--- config.mk ---
export PLATFORM = sky130hd
export DESIGN_NAME = plotter_controller_unit
export DESIGN_NICKNAME = d
export VERILOG_FILES = /design/src/plotter_pkg.sv /design/src/plotter_controller_unit.sv /design/src/step_timer.sv
export VERILOG_INCLUDE_DIRS = /design/src
export SDC_FILE = /design/constraint.sdc
export NUM_CORES = 1
export LEC_CHECK = 0
export BUFFER_PORTS_ARGS = -buffer_cell sky130_fd_sc_hd__buf_2
export CAP_MARGIN = 20
export CORE_UTILIZATION = 40
export DETAILED_ROUTE_END_ITERATION = 7
export GPL_TIMING_DRIVEN = 1
export PLACE_DENSITY = 0.66
export SLEW_MARGIN = 20
export SYNTH_ARGS = -nofsm -noshare
export SYNTH_HDL_FRONTEND = slang
export SYNTH_SLANG_ARGS = --single-unit
--- constraint.sdc ---
create_clock -name sys_clk_in -period 6.3 [get_ports sys_clk_in]
set_input_delay 0.63 -clock sys_clk_in [delete_from_list [all_inputs] [get_ports sys_clk_in]]
set_output_delay 0.63 -clock sys_clk_in [all_outputs]
set_load 0.01 [all_outputs]
--- src/plotter_cfg.svh ---
`ifndef PLOTTER_CFG_SVH
`define PLOTTER_CFG_SVH

// ----------------------------------------------------------------------
// Register byte offsets
// ----------------------------------------------------------------------
`define REG_CMD 8'h00
`define REG_FUNC 8'h04
`define REG_STATUS 8'h08
`define REG_CFG 8'h0c
`define REG_IRQ_STAT 8'h10
`define REG_IRQ_CLR 8'h14
`define REG_IRQ_EN 8'h18

// ----------------------------------------------------------------------
// Field positions and values
// ----------------------------------------------------------------------
`define CMD_W 6
`define FUNC_LSB 8
`define FUNC_START_BIT 0
`define FUNC_CLEAR_BIT 1
`define BIT_X_PLUS 0
`define BIT_X_MINUS 1
`define BIT_Y_PLUS 2
`define BIT_Y_MINUS 3
`define BIT_PEN_LOWER 4
`define BIT_PEN_RAISE 5
`define STAT_BUSY 0
`define STAT_DONE 1
`define STAT_MOVING 2
`define CFG_FAST 0
`define IRQ_DONE 0
`define RESP_OKAY 2'h0
`define RESP_SLVERR 2'h2
`define CMD_RESET 6'h00

// ----------------------------------------------------------------------
// Timing
// ----------------------------------------------------------------------
`define CLK_MHZ 50
`define AXIS_SLOW_US 5000
`define AXIS_FAST_US 3300
`define PEN_US 100000
`define AXIS_SLOW_CYC (`AXIS_SLOW_US * `CLK_MHZ)
`define AXIS_FAST_CYC (`AXIS_FAST_US * `CLK_MHZ)
`define PEN_CYC (`PEN_US * `CLK_MHZ)

`endif

--- src/plotter_pkg.sv ---
package plotter_pkg;

	typedef enum {ST_IDLE, ST_MOVING} step_state_t;

	typedef enum {SPEED_SLOW, SPEED_FAST} speed_t;

endpackage

--- src/plotter_controller_unit.sv ---
// The AXI4-Lite register port and the register offsets were chosen for this implementation.
`timescale 1ns/10ps
`include "plotter_cfg.svh"

// Overview of operation
// - A command load copies accumulator bits 10-15 into the buffer.
// - Start sets busy, clears done and forwards the buffer to the plotter.
// - Step completion clears busy, sets done and requests an interrupt.
// - Start leaves the buffer alone, so repeated starts repeat the step.
// - Each start yields exactly one step in the encoded directions.
// - Execution time runs from the start until done becomes 1.
// - At 200 steps per second an axis step completes in 5 ms.
// - At 300 steps per second an axis step completes in 3.3 ms.
// - Any pen raise or lower takes 100 ms whatever the speed.
// - Plus and minus together on one axis give no motion on that axis.
// - A non-contradictory movement is still carried out beside one.
// - Pen motion with an axis step in one command draws a short segment.
// - Clear zeroes busy and done and leaves the buffer unaltered.
// - The buffer holds six bits, two for each of x, y and pen.
module plotter_controller_unit #(
	parameter int AXIS_SLOW_CYC = `AXIS_SLOW_CYC,
	parameter int AXIS_FAST_CYC = `AXIS_FAST_CYC,
	parameter int PEN_CYC = `PEN_CYC,
	parameter int CNT_W = 23
) (
	input wire logic sys_clk_in,
	input wire logic reset_in,
	input wire logic ce_in,
	input wire logic s_axi_awvalid_in,
	output logic s_axi_awready_out,
	input wire logic [7:0] s_axi_awaddr_in,
	input wire logic s_axi_wvalid_in,
	output logic s_axi_wready_out,
	input wire logic [31:0] s_axi_wdata_in,
	input wire logic [3:0] s_axi_wstrb_in,
	output logic s_axi_bvalid_out,
	input wire logic s_axi_bready_in,
	output logic [1:0] s_axi_bresp_out,
	input wire logic s_axi_arvalid_in,
	output logic s_axi_arready_out,
	input wire logic [7:0] s_axi_araddr_in,
	output logic s_axi_rvalid_out,
	input wire logic s_axi_rready_in,
	output logic [31:0] s_axi_rdata_out,
	output logic [1:0] s_axi_rresp_out,
	output logic x_plus_out,
	output logic x_minus_out,
	output logic y_plus_out,
	output logic y_minus_out,
	output logic pen_lower_out,
	output logic pen_raise_out,
	output logic busy_out,
	output logic done_out,
	output logic irq_out
);

	initial
	begin
		if (AXIS_SLOW_CYC < 1 || AXIS_FAST_CYC < 1 || PEN_CYC < 1)
			$error("plotter_controller_unit: step times must be positive");
		if (CNT_W > 31 || PEN_CYC >= (1 << CNT_W) ||
			AXIS_SLOW_CYC >= (1 << CNT_W) || AXIS_FAST_CYC >= (1 << CNT_W))
			$error("plotter_controller_unit: CNT_W too narrow");
	end

	// ------------------------------------------------------------------
	// AXI4-Lite slave
	// ------------------------------------------------------------------
	logic aw_have_q;
	logic w_have_q;
	logic [7:0] aw_addr_q;
	logic [31:0] w_data_q;
	logic [3:0] w_strb_q;
	logic wr_fire;
	logic rd_fire;
	logic wr_ok;
	logic [31:0] rd_data;
	logic rd_ok;

	// Address and data are caught independently, in either order
	assign wr_fire = aw_have_q && w_have_q && !s_axi_bvalid_out;
	assign rd_fire = s_axi_arvalid_in && s_axi_arready_out;

	always_ff @(posedge sys_clk_in)
	begin
		if (reset_in)
		begin
			aw_have_q <= 1'b0;
			w_have_q <= 1'b0;
			aw_addr_q <= 8'h00;
			w_data_q <= 32'h0000_0000;
			w_strb_q <= 4'h0;
			s_axi_awready_out <= 1'b0;
			s_axi_wready_out <= 1'b0;
			s_axi_bvalid_out <= 1'b0;
			s_axi_bresp_out <= `RESP_OKAY;
		end
		else if (ce_in)
		begin
			s_axi_awready_out <= !aw_have_q && !s_axi_awready_out;
			s_axi_wready_out <= !w_have_q && !s_axi_wready_out;
			if (s_axi_awvalid_in && s_axi_awready_out)
			begin
				aw_have_q <= 1'b1;
				aw_addr_q <= s_axi_awaddr_in;
				s_axi_awready_out <= 1'b0;
			end
			if (s_axi_wvalid_in && s_axi_wready_out)
			begin
				w_have_q <= 1'b1;
				w_data_q <= s_axi_wdata_in;
				w_strb_q <= s_axi_wstrb_in;
				s_axi_wready_out <= 1'b0;
			end
			if (wr_fire)
			begin
				aw_have_q <= 1'b0;
				w_have_q <= 1'b0;
				s_axi_bvalid_out <= 1'b1;
				s_axi_bresp_out <= wr_ok ? `RESP_OKAY : `RESP_SLVERR;
			end
			else if (s_axi_bvalid_out && s_axi_bready_in)
				s_axi_bvalid_out <= 1'b0;
		end
	end

	always_comb
	begin
		case ({aw_addr_q[7:2], 2'b00})
			`REG_CMD, `REG_FUNC, `REG_CFG, `REG_IRQ_CLR, `REG_IRQ_EN:
				wr_ok = 1'b1;
			default:
				wr_ok = 1'b0;
		endcase
	end

	// ------------------------------------------------------------------
	// Command buffer and functions
	// ------------------------------------------------------------------
	logic [`CMD_W-1:0] cmd_q;
	logic cmd_wr;
	logic [1:0] func;
	logic start_fire;
	logic clear_fire;
	logic [`CMD_W-1:0] cmd_now;
	logic speed_fast_q;

	assign cmd_wr = wr_fire && ({aw_addr_q[7:2], 2'b00} == `REG_CMD) &&
		w_strb_q[0];
	// A load may carry a function in its second byte; a plain function
	// register gives the same functions without touching the buffer
	always_comb
	begin
		func = 2'b00;
		if (wr_fire && w_strb_q[1] &&
			({aw_addr_q[7:2], 2'b00} == `REG_CMD ||
			{aw_addr_q[7:2], 2'b00} == `REG_FUNC))
			func = w_data_q[`FUNC_LSB +: 2];
	end
	assign start_fire = func[`FUNC_START_BIT] && ce_in;
	assign clear_fire = func[`FUNC_CLEAR_BIT] && !func[`FUNC_START_BIT] &&
		ce_in;
	// Accumulator bit 15 is the least significant, so bits 10-15 are the
	// low six bits of the written word
	assign cmd_now = cmd_wr ? w_data_q[`CMD_W-1:0] : cmd_q;

	always_ff @(posedge sys_clk_in)
	begin
		if (reset_in)
			cmd_q <= `CMD_RESET;
		else if (ce_in && cmd_wr)
			cmd_q <= w_data_q[`CMD_W-1:0];
	end

	always_ff @(posedge sys_clk_in)
	begin
		if (reset_in)
			speed_fast_q <= 1'b0;
		else if (ce_in && wr_fire && w_strb_q[0] &&
			{aw_addr_q[7:2], 2'b00} == `REG_CFG)
			speed_fast_q <= w_data_q[`CFG_FAST];
	end

	// ------------------------------------------------------------------
	// Direction decode and step issue
	// ------------------------------------------------------------------
	logic x_p;
	logic x_m;
	logic y_p;
	logic y_m;
	logic pen_l;
	logic pen_r;
	logic pen_any;
	logic [CNT_W-1:0] step_cnt;
	logic expire;
	plotter_pkg::step_state_t state_q;

	assign x_p = cmd_now[`BIT_X_PLUS] && !cmd_now[`BIT_X_MINUS];
	assign x_m = cmd_now[`BIT_X_MINUS] && !cmd_now[`BIT_X_PLUS];
	assign y_p = cmd_now[`BIT_Y_PLUS] && !cmd_now[`BIT_Y_MINUS];
	assign y_m = cmd_now[`BIT_Y_MINUS] && !cmd_now[`BIT_Y_PLUS];
	assign pen_l = cmd_now[`BIT_PEN_LOWER] && !cmd_now[`BIT_PEN_RAISE];
	assign pen_r = cmd_now[`BIT_PEN_RAISE] && !cmd_now[`BIT_PEN_LOWER];
	assign pen_any = cmd_now[`BIT_PEN_LOWER] || cmd_now[`BIT_PEN_RAISE];

	// Any pen bit costs the full pen time, even when it cancels out
	always_comb
	begin
		if (pen_any)
			step_cnt = CNT_W'(PEN_CYC);
		else if (speed_fast_q)
			step_cnt = CNT_W'(AXIS_FAST_CYC);
		else
			step_cnt = CNT_W'(AXIS_SLOW_CYC);
	end

	step_timer #(
		.CNT_W(CNT_W)
	) u_timer (
		.sys_clk_in(sys_clk_in),
		.reset_in(reset_in),
		.ce_in(ce_in),
		.load_in(start_fire),
		.abort_in(clear_fire),
		.count_in(step_cnt),
		.expire_out(expire)
	);

	// Pen and axis pulses leave together, so the axis moves while the pen
	// travels and only part of the step is inked
	always_ff @(posedge sys_clk_in)
	begin
		if (reset_in)
		begin
			x_plus_out <= 1'b0;
			x_minus_out <= 1'b0;
			y_plus_out <= 1'b0;
			y_minus_out <= 1'b0;
			pen_lower_out <= 1'b0;
			pen_raise_out <= 1'b0;
		end
		else if (ce_in)
		begin
			x_plus_out <= start_fire && x_p;
			x_minus_out <= start_fire && x_m;
			y_plus_out <= start_fire && y_p;
			y_minus_out <= start_fire && y_m;
			pen_lower_out <= start_fire && pen_l;
			pen_raise_out <= start_fire && pen_r;
		end
	end

	// ------------------------------------------------------------------
	// Busy, done and interrupt
	// ------------------------------------------------------------------
	logic irq_stat_q;
	logic irq_en_q;
	logic irq_clr;

	// A completion in a clear's cycle is dropped; a start in the same cycle
	// as a completion begins the new step instead
	always_ff @(posedge sys_clk_in)
	begin
		if (reset_in)
		begin
			busy_out <= 1'b0;
			done_out <= 1'b0;
			state_q <= plotter_pkg::ST_IDLE;
		end
		else if (ce_in)
		begin
			if (start_fire)
			begin
				busy_out <= 1'b1;
				done_out <= 1'b0;
				state_q <= plotter_pkg::ST_MOVING;
			end
			else if (expire)
			begin
				busy_out <= 1'b0;
				done_out <= 1'b1;
				state_q <= plotter_pkg::ST_IDLE;
			end
			else if (clear_fire)
			begin
				busy_out <= 1'b0;
				done_out <= 1'b0;
				state_q <= plotter_pkg::ST_IDLE;
			end
		end
	end

	assign irq_clr = wr_fire && w_strb_q[0] &&
		{aw_addr_q[7:2], 2'b00} == `REG_IRQ_CLR && w_data_q[`IRQ_DONE];

	always_ff @(posedge sys_clk_in)
	begin
		if (reset_in)
		begin
			irq_stat_q <= 1'b0;
			irq_en_q <= 1'b0;
			irq_out <= 1'b0;
		end
		else if (ce_in)
		begin
			if (expire && !start_fire)
				irq_stat_q <= 1'b1;
			else if (irq_clr)
				irq_stat_q <= 1'b0;
			if (wr_fire && w_strb_q[0] &&
				{aw_addr_q[7:2], 2'b00} == `REG_IRQ_EN)
				irq_en_q <= w_data_q[`IRQ_DONE];
			irq_out <= (irq_stat_q || (expire && !start_fire)) && irq_en_q;
		end
	end

	// ------------------------------------------------------------------
	// Read path
	// ------------------------------------------------------------------
	always_comb
	begin
		rd_data = 32'h0000_0000;
		rd_ok = 1'b1;
		case ({s_axi_araddr_in[7:2], 2'b00})
			`REG_CMD: rd_data[`CMD_W-1:0] = cmd_q;
			`REG_FUNC, `REG_IRQ_CLR: rd_data = 32'h0000_0000;
			`REG_STATUS:
			begin
				rd_data[`STAT_BUSY] = busy_out;
				rd_data[`STAT_DONE] = done_out;
				rd_data[`STAT_MOVING] = state_q == plotter_pkg::ST_MOVING;
			end
			`REG_CFG: rd_data[`CFG_FAST] = speed_fast_q;
			`REG_IRQ_STAT: rd_data[`IRQ_DONE] = irq_stat_q;
			`REG_IRQ_EN: rd_data[`IRQ_DONE] = irq_en_q;
			default: rd_ok = 1'b0;
		endcase
	end

	always_ff @(posedge sys_clk_in)
	begin
		if (reset_in)
		begin
			s_axi_arready_out <= 1'b0;
			s_axi_rvalid_out <= 1'b0;
			s_axi_rdata_out <= 32'h0000_0000;
			s_axi_rresp_out <= `RESP_OKAY;
		end
		else if (ce_in)
		begin
			s_axi_arready_out <= !s_axi_rvalid_out && !s_axi_arready_out;
			if (rd_fire)
			begin
				s_axi_arready_out <= 1'b0;
				s_axi_rvalid_out <= 1'b1;
				s_axi_rdata_out <= rd_data;
				s_axi_rresp_out <= rd_ok ? `RESP_OKAY : `RESP_SLVERR;
			end
			else if (s_axi_rvalid_out && s_axi_rready_in)
				s_axi_rvalid_out <= 1'b0;
		end
	end

	// ------------------------------------------------------------------
	// Checks
	// ------------------------------------------------------------------
	logic [CNT_W-1:0] elapsed_q;
	logic [CNT_W-1:0] expect_q;
	logic [`CMD_W-1:0] issued_q;

	always_ff @(posedge sys_clk_in)
	begin
		if (reset_in)
		begin
			elapsed_q <= '0;
			expect_q <= '0;
			issued_q <= '0;
		end
		else if (ce_in)
		begin
			if (start_fire)
			begin
				elapsed_q <= '0;
				expect_q <= step_cnt;
				issued_q <= cmd_now;
			end
			else if (busy_out)
				elapsed_q <= elapsed_q + CNT_W'(1);
		end
	end
endmodule

--- src/step_timer.sv ---
`timescale 1ns/10ps

// Counts a loaded number of enabled cycles and pulses expire_out in the
// last one, so the owner's flag changes exactly count edges after load.
module step_timer #(
	parameter int CNT_W = 23
) (
	input wire logic sys_clk_in,
	input wire logic reset_in,
	input wire logic ce_in,
	input wire logic load_in,
	input wire logic abort_in,
	input wire logic [CNT_W-1:0] count_in,
	output logic expire_out
);

	logic [CNT_W-1:0] cnt_q;
	logic run_q;

	initial
	begin
		if (CNT_W < 2 || CNT_W > 31)
			$error("step_timer: CNT_W out of range");
	end

	assign expire_out = run_q && (cnt_q == CNT_W'(1)) && !load_in && !abort_in;

	always_ff @(posedge sys_clk_in)
	begin
		if (reset_in)
		begin
			cnt_q <= '0;
			run_q <= 1'b0;
		end
		else if (ce_in)
		begin
			if (load_in)
			begin
				cnt_q <= count_in;
				run_q <= 1'b1;
			end
			else if (abort_in || expire_out)
				run_q <= 1'b0;
			else if (run_q)
				cnt_q <= cnt_q - CNT_W'(1);
		end
	end

endmodule

==> flow_metrics.env <==
export IMPL_status="finished clean"
export IMPL_hold_buffers=0
export IMPL_cts_buffers=9
export IMPL_dp_cells=590
export IMPL_track_usage=0.185
export IMPL_p_total_mw=0.895
export IMPL_insertion_delay_ns=0.35
export IMPL_rsz0062_at_grt="no"
export IMPL_period_minus_slack_ns=3.09
export IMPL_gp_congestion=0.794
export IMPL_ios=110
export IMPL_die_width_um=98.4
export IMPL_p_leak_nw=1.76
export IMPL_n_antenna_cell=0
export IMPL_min_path_type="flop to flop"
export IMPL_crit_required_ns=6.56
export IMPL_synth_top_cell_area_share=0.394
export IMPL_numPortBuffers=51
export IMPL_yosys_warnings=0
export IMPL_drt_iter0_drc=193
export IMPL_syn_cell_area_um2=3710
export IMPL_drive_gt1_frac=0.163
export IMPL_finalInstanceArea_um2=4110
export IMPL_synth_mux_area_frac=0.0515
export IMPL_num_vias=3211
export IMPL_synthArstFlopShare=0
export IMPL_final_cell_mix="dfxtp_1, nor2_1, buf_2"
export IMPL_drt_pass1_iterations=7
export IMPL_endpoint_kind="flop"
export IMPL_crit_path_max_fanout=25
export IMPL_tightest_slew_ns=0.968
export IMPL_die_y_um=98.4
export IMPL_cts_resized=0
export IMPL_start_util=0.420
export IMPL_ant_nets=0
export IMPL_hold_slack_ns=0.453
export IMPL_relSlewSlack=0.354
export IMPL_die_area_um2=9670
export IMPL_synth_top_family_by_area="simple AND/OR/NAND/NOR gates"
export IMPL_n_fill_cell=879
export IMPL_post_dp_cell_area_um2=3920
export IMPL_max_freq_ghz=0.323
export IMPL_clkSinkCount=73
export IMPL_core_um2=8850
export IMPL_wire_per_inst_um=14.1
export IMPL_p_per_area_nw_per_um2=218
export IMPL_drv_cap=0
export IMPL_yosys_area_top_type="dfxtp_1"
export IMPL_wirelength_um=8550
export IMPL_synth_cell_types=57
export IMPL_grt_pass1_wl_um=14400
export IMPL_cts_htree_levels=3
export IMPL_layout_commonest_cell="dfxtp_1"
export IMPL_cts_tree="yes"
export IMPL_synth_simple_gate_area_share=0.287
export IMPL_setup_tns_ns=0
export IMPL_seq_area_frac_synth=0.394
export IMPL_critPathKind="input pin to flop"
export IMPL_pre_cts_slack_ns=2.92
export IMPL_synth_top_flop_cell="dfxtp_1"
export IMPL_grt_max_degree=60
export IMPL_max_vdd_ir_drop_mv=0.130
export IMPL_dp_hpwl_um=6100
export IMPL_stdcell_count=606
export IMPL_drc=0
export IMPL_startpoint_type="input pin"
export IMPL_cts_clk_slew_worst_paths_ns=0.07
export IMPL_final_core_util=0.465
export IMPL_synth_edf_count=0
export IMPL_netlist_top_cells_area="dfxtp_1, a21oi_1, buf_4, nor2_1, mux2i_1"
export IMPL_synth_xor_area_frac=0.0307
export IMPL_clock_skew_ns=0.00862
export IMPL_via_per_inst=5.30
export IMPL_syn_avg_cell_area_um2=8.23
export IMPL_yosys_area_share_adder=0.00674
export IMPL_finalHoldViolCount=0
export IMPL_slew_violations=0
export IMPL_multi_input_area_um2=2030
export IMPL_fin_nets=555
export IMPL_area_growth_pct=10.7
export IMPL_postSynthCellCount=451
export IMPL_cts_buffer_depth=2
export IMPL_globalRouteOverflowTotal=0
export IMPL_ys_ff_latch=73
export IMPL_timing_final_crit_share=0.491
export IMPL_postCtsSetupRepairBufs=0
export IMPL_clockRootBuffer="clkbuf_8"
export IMPL_register_area_um2=1460
export IMPL_cp_arrival_ns=3.36
export IMPL_synth_compound_area_share=0.143
export IMPL_setup_ws_ns=3.21
export IMPL_grt_antenna_before_repair=0
export IMPL_rows=34
export IMPL_setup_viol=0
export IMPL_first_global_vias=2956
[final cells by class]
| type | count | share of cell area |
|---|---|---|
| multi-input combinational | 350 | 0.494 |
| sequential | 73 | 0.355 |
| timing repair buffer | 52 | 0.0639 |
| clock buffer | 11 | 0.0344 |
| tap | 108 | 0.0329 |
| clock inverter | 5 | 0.0134 |
| inverter | 7 | 0.00639 |
[flip-flops by register name (all words and copies together), names as in the netlist, 2 cells and up]
| register | cells |
|---|---|
| u_timer.cnt_q | 23 |
| w_strb_q | 2 |
| cmd_q | 6 |
| s_axi_rdata_out | 6 |
| w_data_q | 8 |
| aw_addr_q | 6 |
[metal layers]
layer,track usage,part of all wire,vias up
li1,-,-,1626
met1,0.237,0.46,1525
met2,0.309,0.50,50
met3,0.0394,0.030,10
met4,0.0586,0.013,0
met5,0,0,-
[logic make-up after synthesis]
logic type	count (synthesis)
DFF	73
xor gates and xnor gates	13
and+or+nand+nor	202
AOI/OAI and AO/OA	86
buffers and inverters	55
other	1
adders and majority gates	2
muxes	19
[worst max-delay path: stages]
cell	delay, ns
buf_2	0.39
and4b_1	0.46
nand4_1	0.57
nor3b_2	0.72
o21ai_0	0.33
a211oi_1	0.24
[Yosys cell counts, types with 5 or more instances]
cell      instances
dfxtp_1          73
o21ai_0          16
and3b_1           7
inv_1             7
a21oi_1          42
nor4_1            6
xnor2_1          11
a211oi_1          5
nor3_1           22
nor2_1           53
nand2b_1         10
clkbuf_1         15
or3_1             6
buf_4            28
nor3b_1           9
nand2_1          42
mux2i_1          18
nand3_1          15
[path summary, 6_finish.rpt]
path / from / endpoint / slack, ns / cells past startpoint
max: ce_in / u_timer.cnt_q[22]$_SDFFE_PP0P_ / 3.21 / 6
min reg2reg: s_axi_rdata_out[4]$_SDFFE_PP0P_ / s_axi_rdata_out[4]$_SDFFE_PP0P_ / 0.45 / 2
max reg2reg: aw_addr_q[7]$_SDFFE_PP0P_ / u_timer.cnt_q[22]$_SDFFE_PP0P_ / 3.45 / 5
min: s_axi_rdata_out[4]$_SDFFE_PP0P_ / s_axi_rdata_out[4]$_SDFFE_PP0P_ / 0.45 / 2
[where the power goes]
| part | internal, mW | total, mW | leakage (nW) | switching, mW |
|---|---|---|---|---|
| clock | 0.192 | 0.368 | 0.0953 | 0.176 |
| combinational | 0.0183 | 0.0536 | 1.08 | 0.0353 |
| sequential | 0.467 | 0.473 | 0.590 | 0.00575 |
Power figures use the tool's default switching activity.
